==> src/hdl/sp_regs.svh <==
/*
 Register offsets, field positions, reset values and counts of the serial port.
 Assumes a 16-bit register port with word offsets as printed.
*/
`ifndef SP_REGS_SVH
`define SP_REGS_SVH

`define SP_CTRL_OFS 16'hC070
`define SP_BAUD_OFS 16'hC072
`define SP_GAP_OFS 16'hC074
`define SP_TXDATA_OFS 16'hC076
`define SP_RXDATA_OFS 16'hC078
`define SP_STATUS_OFS 16'hC07A
`define SP_IRQ_STAT_OFS 16'hC07C
`define SP_IRQ_MASK_OFS 16'hC07E
`define SP_BLK_ADDR_OFS 16'hC080

`define SP_CTRL_BLKTX 0
`define SP_CTRL_BLKRX 1
`define SP_CTRL_FLOW 2

`define SP_IRQ_RXBYTE 0
`define SP_IRQ_TXDONE 1
`define SP_IRQ_OVERRUN 2
`define SP_IRQ_FRAMING 3

`define SP_CTRL_RST 3'h0
`define SP_BAUD_RST 16'h0017
`define SP_GAP_RST 16'h000B
`define SP_GAP_FRAME_BITS 16'h0009
`define SP_FIFO_DEPTH 4'h8
`define SP_RTS_DROP_BIT 3'h2
`define SP_LAST_BIT 3'h7

`endif

==> src/hdl/sp_pkg.sv <==
/*
 Types shared by the serial port and its receive buffer.
 Assumes sp_regs.svh supplies the numeric constants.
*/
`default_nettype none
package sp_pkg;
    typedef logic [15:0] reg_addr_t;
    typedef logic [15:0] reg_data_t;
    typedef logic [2:0] fifo_ptr_t;
    typedef enum logic [4:0] {
        T_IDLE = 5'h01,
        T_WAIT = 5'h02,
        T_START = 5'h04,
        T_DATA = 5'h08,
        T_STOP = 5'h10
    } tx_state_t;
    typedef enum logic [3:0] {
        R_IDLE = 4'h1,
        R_START = 4'h2,
        R_DATA = 4'h4,
        R_STOP = 4'h8
    } rx_state_t;
endpackage
`default_nettype wire

==> src/hdl/rx_fifo_if.sv <==
/*
 Connection between the port logic and its receive byte store.
 Assumes one clock, driven by the port logic.
*/
`timescale 1ns/1ps
`default_nettype none
interface rx_fifo_if (input wire logic clk);
    logic ce;
    logic wr_en;
    sp_pkg::fifo_ptr_t wr_addr;
    logic [7:0] wr_data;
    sp_pkg::fifo_ptr_t rd_addr;
    logic [7:0] rd_data;
    modport port (output ce, output wr_en, output wr_addr, output wr_data,
        output rd_addr, input rd_data, input clk);
    modport mem (input ce, input wr_en, input wr_addr, input wr_data,
        input rd_addr, output rd_data, input clk);
endinterface
`default_nettype wire

==> src/hdl/rx_fifo_mem.sv <==
/*
 Eight-byte store for received bytes, read data from a register.
 Assumes the port logic keeps the pointers and the fill count.
*/
`timescale 1ns/1ps
`default_nettype none
module rx_fifo_mem (
    rx_fifo_if.mem bus
);
    import sp_pkg::*;
    logic [7:0] store_q [8];

    always_ff @(posedge bus.clk) begin
        if (bus.ce) begin
            if (bus.wr_en) begin
                store_q[bus.wr_addr] <= bus.wr_data;
            end
            bus.rd_data <= store_q[bus.rd_addr];
        end
    end
endmodule // rx_fifo_mem
`default_nettype wire

==> src/hdl/high_speed_serial_port.sv <==
/*
 Asynchronous serial port: byte and block transmit and receive, optional
 request/clear-to-send handshake, receive FIFO, interrupt status.
 Assumes a 16-bit register port on sys_clk and line pins from outside.
*/
`timescale 1ns/1ps
`default_nettype none
`include "sp_regs.svh"
module high_speed_serial_port (
    // Clock, reset, enable
    input wire logic sys_clk,
    input wire logic rstn,
    input wire logic ce,
    // Register port
    input wire sp_pkg::reg_addr_t reg_addr,
    input wire sp_pkg::reg_data_t reg_wdata,
    input wire logic reg_wr,
    input wire logic reg_rd,
    output sp_pkg::reg_data_t reg_rdata,
    // Serial line
    input wire logic serial_rx_line,
    output logic serial_tx_line,
    input wire logic clear_to_send_in,
    output logic request_to_send_out,
    // Status
    output logic rx_byte_available,
    output logic irq,
    // Memory write path for block receive
    output logic mem_wr_en,
    output sp_pkg::reg_addr_t mem_wr_addr,
    output logic [7:0] mem_wr_data
);
    import sp_pkg::*;

    logic rx_m_q, rx_s_q, cts_m_q, cts_s_q;
    logic [2:0] ctrl_q;
    reg_data_t baud_q, gap_q, blk_addr_q;
    logic [3:0] irq_mask_q, irq_stat_q, irq_stat_d, events;
    tx_state_t tx_st_q, tx_st_d;
    reg_data_t tx_cnt_q, tx_cnt_d, stop_left_q, stop_left_d;
    logic [2:0] tx_bit_q, tx_bit_d;
    logic [7:0] tx_byte_q;
    logic tx_line_d, rts_d, tx_done;
    rx_state_t rx_st_q, rx_st_d;
    reg_data_t rx_cnt_q, rx_cnt_d;
    logic [2:0] rx_bit_q, rx_bit_d;
    logic [7:0] rx_sh_q, rx_sh_d;
    logic rx_done, rx_ferr;
    fifo_ptr_t wr_ptr_q, rd_ptr_q;
    logic [3:0] fill_q, fill_d;

    // Register decode
    wire wr_ctrl = reg_wr && (reg_addr == `SP_CTRL_OFS);
    wire wr_baud = reg_wr && (reg_addr == `SP_BAUD_OFS);
    wire wr_gap = reg_wr && (reg_addr == `SP_GAP_OFS);
    wire wr_txdata = reg_wr && (reg_addr == `SP_TXDATA_OFS);
    wire wr_mask = reg_wr && (reg_addr == `SP_IRQ_MASK_OFS);
    wire wr_blk = reg_wr && (reg_addr == `SP_BLK_ADDR_OFS);
    wire rd_rxdata = reg_rd && (reg_addr == `SP_RXDATA_OFS);
    wire rd_irq = reg_rd && (reg_addr == `SP_IRQ_STAT_OFS);
    wire blk_tx = ctrl_q[`SP_CTRL_BLKTX];
    wire blk_rx = ctrl_q[`SP_CTRL_BLKRX];
    wire flow_en = ctrl_q[`SP_CTRL_FLOW];
    wire tx_busy = (tx_st_q != T_IDLE);
    wire tx_load = wr_txdata && !tx_busy;

    rx_fifo_if fifo_bus (.clk(sys_clk));
    rx_fifo_mem u_store (.bus(fifo_bus.mem));

    // Pin synchronisers
    always_ff @(posedge sys_clk or negedge rstn) begin
        if (!rstn) begin
            rx_m_q <= 1'b1;
            rx_s_q <= 1'b1;
            cts_m_q <= 1'b0;
            cts_s_q <= 1'b0;
        end else if (ce) begin
            rx_m_q <= serial_rx_line;
            rx_s_q <= rx_m_q;
            cts_m_q <= clear_to_send_in;
            cts_s_q <= cts_m_q;
        end
    end

    // Software registers
    always_ff @(posedge sys_clk or negedge rstn) begin
        if (!rstn) begin
            ctrl_q <= `SP_CTRL_RST;
            baud_q <= `SP_BAUD_RST;
            gap_q <= `SP_GAP_RST;
            irq_mask_q <= 4'h0;
            tx_byte_q <= 8'h00;
        end else if (ce) begin
            if (wr_ctrl) ctrl_q <= reg_wdata[2:0];
            if (wr_baud) baud_q <= reg_wdata;
            if (wr_gap) gap_q <= reg_wdata;
            if (wr_mask) irq_mask_q <= reg_wdata[3:0];
            if (tx_load) tx_byte_q <= reg_wdata[7:0];
        end
    end

    // Transmitter
    wire tx_tick = (tx_cnt_q == 16'h0000);
    wire [15:0] gap_bits = gap_q - `SP_GAP_FRAME_BITS;
    wire gap_long = (gap_q > `SP_GAP_FRAME_BITS);
    wire [15:0] stop_bits = (blk_tx && gap_long) ? gap_bits : 16'h0001;

    always_comb begin
        tx_st_d = tx_st_q;
        tx_cnt_d = tx_tick ? baud_q : tx_cnt_q - 16'h0001;
        tx_bit_d = tx_bit_q;
        stop_left_d = stop_left_q;
        tx_done = 1'b0;
        case (tx_st_q)
            T_IDLE: begin
                if (tx_load) tx_st_d = T_WAIT;
            end
            T_WAIT: begin
                tx_cnt_d = baud_q;
                if (!flow_en || cts_s_q) tx_st_d = T_START;
            end
            T_START: begin
                if (tx_tick) begin
                    tx_st_d = T_DATA;
                    tx_bit_d = 3'h0;
                end
            end
            T_DATA: begin
                if (tx_tick) begin
                    if (tx_bit_q == `SP_LAST_BIT) begin
                        tx_st_d = T_STOP;
                        stop_left_d = stop_bits - 16'h0001;
                    end else begin
                        tx_bit_d = tx_bit_q + 3'h1;
                    end
                end
            end
            T_STOP: begin
                if (tx_tick) begin
                    if (stop_left_q == 16'h0000) begin
                        tx_st_d = T_IDLE;
                        tx_done = 1'b1;
                    end else begin
                        stop_left_d = stop_left_q - 16'h0001;
                    end
                end
            end
            default: tx_st_d = T_IDLE;
        endcase
    end

    // Line level follows the next state so it lines up with it
    assign tx_line_d = (tx_st_d == T_START) ? 1'b0 :
        (tx_st_d == T_DATA) ? tx_byte_q[tx_bit_d] : 1'b1;
    wire rts_drop = (tx_st_d == T_DATA) && (tx_bit_d == `SP_RTS_DROP_BIT);
    assign rts_d = tx_load ? flow_en : (rts_drop ? 1'b0 : request_to_send_out);

    always_ff @(posedge sys_clk or negedge rstn) begin
        if (!rstn) begin
            tx_st_q <= T_IDLE;
            tx_cnt_q <= 16'h0000;
            tx_bit_q <= 3'h0;
            stop_left_q <= 16'h0000;
            serial_tx_line <= 1'b1;
            request_to_send_out <= 1'b0;
        end else if (ce) begin
            tx_st_q <= tx_st_d;
            tx_cnt_q <= tx_cnt_d;
            tx_bit_q <= tx_bit_d;
            stop_left_q <= stop_left_d;
            serial_tx_line <= tx_line_d;
            request_to_send_out <= rts_d;
        end
    end

    // Receiver, samples each bit at its middle
    wire rx_tick = (rx_cnt_q == 16'h0000);

    always_comb begin
        rx_st_d = rx_st_q;
        rx_cnt_d = rx_tick ? baud_q : rx_cnt_q - 16'h0001;
        rx_bit_d = rx_bit_q;
        rx_sh_d = rx_sh_q;
        rx_done = 1'b0;
        rx_ferr = 1'b0;
        case (rx_st_q)
            R_IDLE: begin
                if (!rx_s_q) begin
                    rx_st_d = R_START;
                    rx_cnt_d = {1'b0, baud_q[15:1]};
                end
            end
            R_START: begin
                if (rx_tick) begin
                    rx_st_d = rx_s_q ? R_IDLE : R_DATA;
                    rx_bit_d = 3'h0;
                end
            end
            R_DATA: begin
                if (rx_tick) begin
                    rx_sh_d = {rx_s_q, rx_sh_q[7:1]};
                    if (rx_bit_q == `SP_LAST_BIT) rx_st_d = R_STOP;
                    else rx_bit_d = rx_bit_q + 3'h1;
                end
            end
            R_STOP: begin
                if (rx_tick) begin
                    rx_st_d = R_IDLE;
                    rx_done = rx_s_q;
                    rx_ferr = !rx_s_q;
                end
            end
            default: rx_st_d = R_IDLE;
        endcase
    end

    always_ff @(posedge sys_clk or negedge rstn) begin
        if (!rstn) begin
            rx_st_q <= R_IDLE;
            rx_cnt_q <= 16'h0000;
            rx_bit_q <= 3'h0;
            rx_sh_q <= 8'h00;
        end else if (ce) begin
            rx_st_q <= rx_st_d;
            rx_cnt_q <= rx_cnt_d;
            rx_bit_q <= rx_bit_d;
            rx_sh_q <= rx_sh_d;
        end
    end

    // Receive FIFO and block-mode memory path
    wire fifo_full = (fill_q == `SP_FIFO_DEPTH);
    wire fifo_push = rx_done && !blk_rx && !fifo_full;
    wire overrun = rx_done && !blk_rx && fifo_full;
    wire fifo_pop = rd_rxdata && (fill_q != 4'h0);
    wire blk_write = rx_done && blk_rx;
    assign fill_d = fill_q + {3'h0, fifo_push} - {3'h0, fifo_pop};
    assign fifo_bus.ce = ce;
    assign fifo_bus.wr_en = fifo_push && ce;
    assign fifo_bus.wr_addr = wr_ptr_q;
    assign fifo_bus.wr_data = rx_sh_q;
    assign fifo_bus.rd_addr = fifo_pop ? rd_ptr_q + 3'h1 : rd_ptr_q;

    always_ff @(posedge sys_clk or negedge rstn) begin
        if (!rstn) begin
            wr_ptr_q <= 3'h0;
            rd_ptr_q <= 3'h0;
            fill_q <= 4'h0;
            rx_byte_available <= 1'b0;
            mem_wr_en <= 1'b0;
            mem_wr_addr <= 16'h0000;
            mem_wr_data <= 8'h00;
            blk_addr_q <= 16'h0000;
        end else if (ce) begin
            if (fifo_push) wr_ptr_q <= wr_ptr_q + 3'h1;
            if (fifo_pop) rd_ptr_q <= rd_ptr_q + 3'h1;
            fill_q <= fill_d;
            rx_byte_available <= (fill_q != 4'h0);
            mem_wr_en <= blk_write;
            if (blk_write) mem_wr_addr <= blk_addr_q;
            if (blk_write) mem_wr_data <= rx_sh_q;
            if (wr_blk) blk_addr_q <= reg_wdata;
            else if (blk_write) blk_addr_q <= blk_addr_q + 16'h0001;
        end
    end

    // Interrupt status, set wins over the clear on read
    assign events = {rx_ferr, overrun, tx_done, rx_done};
    assign irq_stat_d = (rd_irq ? 4'h0 : irq_stat_q) | events;
    wire [15:0] status_word = {8'h00, fill_q, 2'h0, tx_busy, rx_byte_available};
    wire [15:0] rd_mux =
        (reg_addr == `SP_CTRL_OFS) ? {13'h0000, ctrl_q} :
        (reg_addr == `SP_BAUD_OFS) ? baud_q :
        (reg_addr == `SP_GAP_OFS) ? gap_q :
        (reg_addr == `SP_RXDATA_OFS) ? {8'h00, fifo_bus.rd_data} :
        (reg_addr == `SP_STATUS_OFS) ? status_word :
        (reg_addr == `SP_IRQ_STAT_OFS) ? {12'h000, irq_stat_q} :
        (reg_addr == `SP_IRQ_MASK_OFS) ? {12'h000, irq_mask_q} :
        (reg_addr == `SP_BLK_ADDR_OFS) ? blk_addr_q : 16'h0000;

    always_ff @(posedge sys_clk or negedge rstn) begin
        if (!rstn) begin
            irq_stat_q <= 4'h0;
            irq <= 1'b0;
            reg_rdata <= 16'h0000;
        end else if (ce) begin
            irq_stat_q <= irq_stat_d;
            irq <= |(irq_stat_q & irq_mask_q);
            reg_rdata <= reg_rd ? rd_mux : 16'h0000;
        end
    end

    // Checks
    logic [31:0] stop_clks_q;
    always_ff @(posedge sys_clk or negedge rstn) begin
        if (!rstn) stop_clks_q <= 32'h0000_0000;
        else if (ce) stop_clks_q <= (tx_st_q == T_STOP) ? stop_clks_q + 32'h1 : 32'h0;
    end
    wire [31:0] bt_clks = {16'h0000, baud_q} + 32'h1;
    wire [31:0] stop_want = 32'(stop_bits * bt_clks);
endmodule // high_speed_serial_port
`default_nettype wire

==> config.mk <==
export PLATFORM = sky130hd
export DESIGN_NAME = high_speed_serial_port
export DESIGN_NICKNAME = d
export VERILOG_FILES = /design/src/hdl/sp_pkg.sv /design/src/hdl/rx_fifo_if.sv /design/src/hdl/rx_fifo_mem.sv /design/src/hdl/high_speed_serial_port.sv
export VERILOG_INCLUDE_DIRS = /design/src /design/src/hdl
export SDC_FILE = /design/constraint.sdc
export NUM_CORES = 1
export LEC_CHECK = 0
export BUFFER_PORTS_ARGS = -buffer_cell sky130_fd_sc_hd__buf_4
export CORE_MARGIN = 2
export CORE_UTILIZATION = 55
export CTS_BUF_LIST = sky130_fd_sc_hd__clkbuf_8
export DETAILED_ROUTE_END_ITERATION = 6
export PLACE_DENSITY = 0.73
export SLEW_MARGIN = 30
export SYNTH_ARGS = -nofsm -noshare
export SYNTH_HDL_FRONTEND = slang
export SYNTH_SLANG_ARGS = --single-unit
==> constraint.sdc <==
create_clock -name sys_clk -period 3.3 [get_ports sys_clk]
set_input_delay 0.33 -clock sys_clk [delete_from_list [all_inputs] [get_ports sys_clk]]
set_output_delay 0.33 -clock sys_clk [all_outputs]
set_load 0.01 [all_outputs]
Yosys cells after proc, flatten, opt, wreduce, memory -nomap -nowiden
Memories as Yosys holds them, arrays and structs flattened. A register that Yosys moved wholly into a read port is not among the register bits. Cells that the tools add are included.

Input bits: 39. Memories kept: 1. Register bits: 197. Output and inout bits: 45. RAM bits: 64. Logic and storage cells: 190.

Add/sub/neg operators: 12. Equality and inequality tests: 35. Multiplexer cells: 63. Reductions and logical operators: 45. Bitwise logic cells: 2. $lt $le $gt $ge: 2.

Memory list: u_store.store_q (words 8, width 8, read ports 1, clocked after Yosys merged registers in 1, write ports 1, RTL line rx_fifo_mem.sv:11) `logic [7:0] store_q [8];`.

Operators by type and width (number): $mux W16 (21); $eq A16 B16 Y1 const B (9); $sub A16 B1 Y16 const B (4); $logic_not A16 Y1 (3); $mux W5 (7); $pmux W16 S2 (1); $pmux W5 S5 (1); $mux W3 (8); $mux W4 (6); $ne A2 B2 Y1 const B (10); $reduce_and A2 Y1 (9); $logic_and A1 B1 Y1 (17); $add A16 B1 Y16 const B (1); $gt A16 B4 Y1 const B (1); $pmux W4 S4 (1); $sub A16 B4 Y16 const B (1); $mux W1 (15); $add A3 B1 Y3 const B (4); $pmux W3 S2 (2); $reduce_and A6 Y1 (2); $eq A5 B3 Y1 const B (2); $eq A5 B4 Y1 const B (2); $eq A4 B4 Y1 const B (2); $reduce_bool A2 Y1 (4); other kinds (21) (26).

Depth between registers and ports, before layout
Depth in word-level cells: 10. Mapped depth: 13. Mapped depth without buffers: 13.

Modules after synthesis
Synthesis repeated with hierarchy kept, for this count alone.

Cells, all modules: 1288. Area total of the unflattened synthesis: 14059.7 um^2.

Modules (own cells, without submodules): high_speed_serial_port (cells an instance 1174, seq. area each 4944.7 um^2, instances 1, area each 11285.8 um^2); rx_fifo_mem (cells an instance 114, seq. area each 2162.1 um^2, instances 1, area each 2773.9 um^2).

Worst setup path after synthesis
Ideal clock, no wire load.

Kind: register to register. From: reg gap_q[0]. To: reg stop_left_q[12]. Stages on the path, launching flop included: 14. Required time: 3229 ps. Period minus slack after synthesis: 2780 ps. Buffers on the path: 1. Library setup time: 71 ps. Setup slack: 520 ps. Arrival time: 2709 ps. Cells stage by stage: dfstp_2 > buf_2 > inv_1 > ha_1 > o21bai_1 > a21o_2 > o311ai_4 > a2bb2oi_1 > ha_1 > o221ai_2 > nand3b_4 > nand3b_4 > a2111o_1 > nand4_1.

Word-level cells in the longest chain between the ends: 7. Elaborated cells on any way between the ends: 8. Those cells by class: add/sub: 2; order compare: 1; mux: 4; reduce/logical: 1.

Ends and longest elaborated chain: start, declared (RTL line high_speed_serial_port.sv:37) `reg_data_t baud_q, gap_q, blk_addr_q;`; start signal, assigned (RTL line high_speed_serial_port.sv:90) `` gap_q <= `SP_GAP_RST; ``; start signal, assigned (RTL line high_speed_serial_port.sv:96) `if (wr_gap) gap_q <= reg_wdata;`; $gt A16 B4 Y1 (no line); $logic_and A1 B1 Y1 (RTL line high_speed_serial_port.sv:106) `wire [15:0] stop_bits = (blk_tx && gap_long) ? gap_bits : 16'h0001;`; $mux W16 (*) (RTL line high_speed_serial_port.sv:106); $sub A16 B1 Y16 (*) (RTL line high_speed_serial_port.sv:132) `stop_left_d = stop_bits - 16'h0001;`; $mux W16 (*) (RTL line high_speed_serial_port.sv:130) `` if (tx_bit_q == `SP_LAST_BIT) begin ``; $mux W16 (*) (RTL line high_speed_serial_port.sv:129) `if (tx_tick) begin`; $pmux W16 S2 (*) (RTL line high_speed_serial_port.sv:114) `case (tx_st_q)`; end signal, assigned (RTL line high_speed_serial_port.sv:170) `stop_left_q <= stop_left_d;`; end, declared (RTL line high_speed_serial_port.sv:40) `reg_data_t tx_cnt_q, tx_cnt_d, stop_left_q, stop_left_d;`.

Every way passes the cells marked *; elsewhere a longest branch is shown, timed or not. The select of a mux whose other input is x is not followed. A chain may end at the register's enable or synchronous reset.

Final worst setup path
Same ends and word-level chain as after synthesis.

==> flow_summary.ini <==
[drt]
drt_wl_total_um = 36500
drc = 0
drt-pass1-iter-count = 6
antenna_left = 0
drt_iter0_markers = 1182
wl_per_cell_um = 19.72
vias = 11340
viasPerCell = 6.126

[worst_setup_path]
endpoint_kind = flop
critPathArrivalTime_ns = 3.57
worst_path_max_delay_cell = dfstp_2
max_stage_delay_ns = 0.63
crit_family = compound AO/OA/AOI/OAI gates
critical_path_required_ns = 3.83
worst_setup_path_start_kind = flop
reg2reg_from = gap_q[0]
critPathBufInv = 0
cp-startpoint = gap_q[0]
crit_chain = ha_1, o21bai_1, a21o_2, o311ai_4, a2bb2oi_1, ha_1, o221ai_2, nand3b_4, nand3b_4, a2111o_1, nand4_1
critPathMaxFanout = 9
critPathKind = flop to flop

[die]
dieArea_um2 = 26520
die_width_um = 162.8
row_count = 58
start_util = 0.5558
core_area_um2 = 24960
ios = 84
die_h_um = 162.8

[clock_tree]
cts_setup_buffers = 0
htree_levels = 2
clk_pin_slew_ns = 0.07
cts_sinks = 269
root_buffer = clkbuf_8
clock_latency_ns = 0.59
cts_buffers = 45
cts_tree = done
clk_path_buf_depth = 3

[synth]
synthesis.area_um2 = 13880
synthCells = 1367
synthArstFlopShare = 0.7323
ys.flop_type = dfrtp_1
synth-edff-count = 72
yosysWarningCount = 0
postSynthAreaPerCell_um2 = 10.15
yosysTopAreaCell = dfrtp_1
ys_ff_latch = 269
synth_nets = 1424
synth_top_area_frac = 0.3336
synth.distinct_cells = 89
synth_area_leaders = dfrtp_1 33%, edfxtp_1 16%, mux2_2 6.9%
ys_seq_area_frac = 0.5122

[cells_and_area]
antenna_cells = 0
area_growth_pct = 15.70
fillers = 2048
layout-drive-gt1-share = 0.2124
final_nets = 1543
stdcell_count = 1851

[sta]
finalHoldViolCount = 0
final.min_clock_period_ns = 3.046
setup_viol = 0
rsz0062_at_grt = false
drv_slew = 0
slew_headroom = 0.4844
finalCritPeriodShare = 0.9230
tightest_slew_ns = 0.7734
tns_ns = 0
finClkSkew_ns = 0.02308
fmax_mhz = 328.3

[place]
dp.cells = 1758
portBuffers = 83
gp_congestion = 0.9371
hpwl_um = 25560

[status]
status = complete, no violations

[pwr]
power.density_nw_per_um2 = 503.6
pwr-share-clk = 0.366
power_frac_seq = 0.486
combinationalPowerShare = 0.148
p_switching_mw = 2.369
irDropWorstVdd_v = 0.0004419
power.internal_mw = 5.717
switching_share = 0.2930
p_leak_nw = 7.055

[flow_run]
cap_violations = 0

[global_route]
grt_pass1_vias = 10840
grt_start_max_net_pins = 90
globalRoute.totalOverflow = 0
grt_pass1_wl_um = 58620
grt_usage = 0.2810
antenna_found_initial = 0

[hold_path]
min_from = reg_wdata[4]
hold_path.class = input port to flop
-- state kept, by name, summed over array words and instances (netlist names), 16 cells and up --
name and flops:
u_store.store_q 64, baud_q 16, blk_addr_q 16, gap_q 16, mem_wr_addr 16, reg_rdata 16
rx_cnt_q 16, stop_left_q 16, tx_cnt_q 16
-- final timing paths --
kind | to | slack (ns) | cells after the start
setup / recovery | stop_left_q[12] | 0.25 | 11
hold / removal | tx_byte_q[4] | 0.05 | 2
setup reg to reg | stop_left_q[12] | 0.25 | 11
hold reg to reg | fifo_bus.wr_addr[2] | 0.49 | 1
max in group asynchronous | gap_q[14] | 2.07 | 3
min in group asynchronous | rx_cnt_q[3] | 0.38 | 2
-- worst reg2reg max path, stage by stage (launching register included) --
cell,delay (ns)
dfstp_2,0.63
ha_1,0.17
o21bai_1,0.07
a21o_2,0.24
o311ai_4,0.43
a2bb2oi_1,0.20
ha_1,0.26
o221ai_2,0.15
nand3b_4,0.20
nand3b_4,0.18
a2111o_1,0.37
nand4_1,0.10
-- layout make-up --
cell class | instances | area, um2 | area share
Sequential cell | 269 | 7107 | 0.4427
Multi-Input combinational cell | 998 | 6382 | 0.3976
Timing Repair Buffer | 141 | 1130 | 0.07038
Clock buffer | 53 | 729.5 | 0.04544
Tap cell | 330 | 412.9 | 0.02572
Clock inverter | 29 | 176.4 | 0.01099
Inverter | 31 | 116.4 | 0.007248
-- cell families (layout without fill, tap and decap cells) --
kind of cell,after synthesis,in the layout,synth area share
simple gates,485,485,0.1725
compound gates,365,365,0.1697
buf+inv,100,254,0.02994
xor+xnor,29,29,0.01830
fa+ha+maj,18,18,0.01677
mux,101,101,0.08061
flops,269,269,0.5122
-- what timing repair did --
item                                    in CTS  in global routing
endpoints found under the setup margin       0                  1
hold buffers                                11                  0
resized for setup                            0                  1
endpoints found under the hold margin       91                  0
-- placed cells by master, fill, tap and decap left out, types with 20 or more instances in the layout --
cell type and n:
o21ai_0 105, mux2_2 85, and3_1 20, a21oi_1 104
inv_1 41, nor3_1 36, clkbuf_8 54, nand2_1 171
nand3_1 63, nor2_1 95, dfrtp_1 185, buf_4 126
edfxtp_1 72
-- power by group through the flow --
stage	Combinational (mW)	Clock [mW]	Sequential (mW)
finish	1.20	2.96	3.93
global route	1.36	3.14	3.96
CTS	1.19	3.01	3.91
detailed placement	1.18	0	3.97
global placement	1.13	0	3.96
floorplan	0.894	0	3.87
-- synthesized netlist by cell type (10+ instances only) --
| library cell | instances |
|---|---|
| dfrtp_1 | 185 |
| nand2_1 | 171 |
| o21ai_0 | 105 |
| a21oi_1 | 104 |
| nor2_1 | 96 |
| mux2_2 | 85 |
| edfxtp_1 | 72 |
| nand3_1 | 63 |
| clkbuf_1 | 44 |
| nor3_1 | 37 |
| inv_1 | 31 |
| and3_1 | 20 |
| ha_1 | 17 |
| o2bb2ai_1 | 17 |
| xnor2_1 | 17 |
| nand2b_1 | 16 |
| o22ai_1 | 16 |
| mux2i_1 | 15 |
| buf_2 | 14 |
| dfstp_2 | 12 |
| nor4_1 | 12 |
| xor2_1 | 12 |
| a22oi_1 | 11 |
| a211oi_1 | 10 |
| a31oi_1 | 10 |
| nand4_1 | 10 |
| nor2b_1 | 10 |
-- metrics by stage --
| stage | util | power [mW] | hold slack (ns) | area [um2] | worst slack [ns] |
|---|---|---|---|---|---|
| detailed placement | 0.6022 | 5.150 | 0.4460 | 15030 | 0.2395 |
| CTS | 0.6429 | 8.117 | 0.02249 | 16050 | 0.2400 |
| global route | 0.6431 | 8.465 | 0.04481 | 16050 | 0.008314 |
| floorplan | - | 4.766 | 0.03441 | 13880 | 0.5200 |
| global placement | 0.6016 | 5.097 | 0.4365 | 15020 | 0.3538 |
| finish | 0.6431 | 8.085 | 0.05206 | 16050 | 0.2542 |
-- layer usage --
| layer | GRT usage | part of all wire |
|---|---|---|
| met1 | 0.3880 | 0.44 |
| met3 | 0.04507 | 0.059 |
| met5 | 0 | 0 |
| met4 | 0.1070 | 0.034 |
| met2 | 0.4495 | 0.47 |
(Power assumes the default switching activity.)
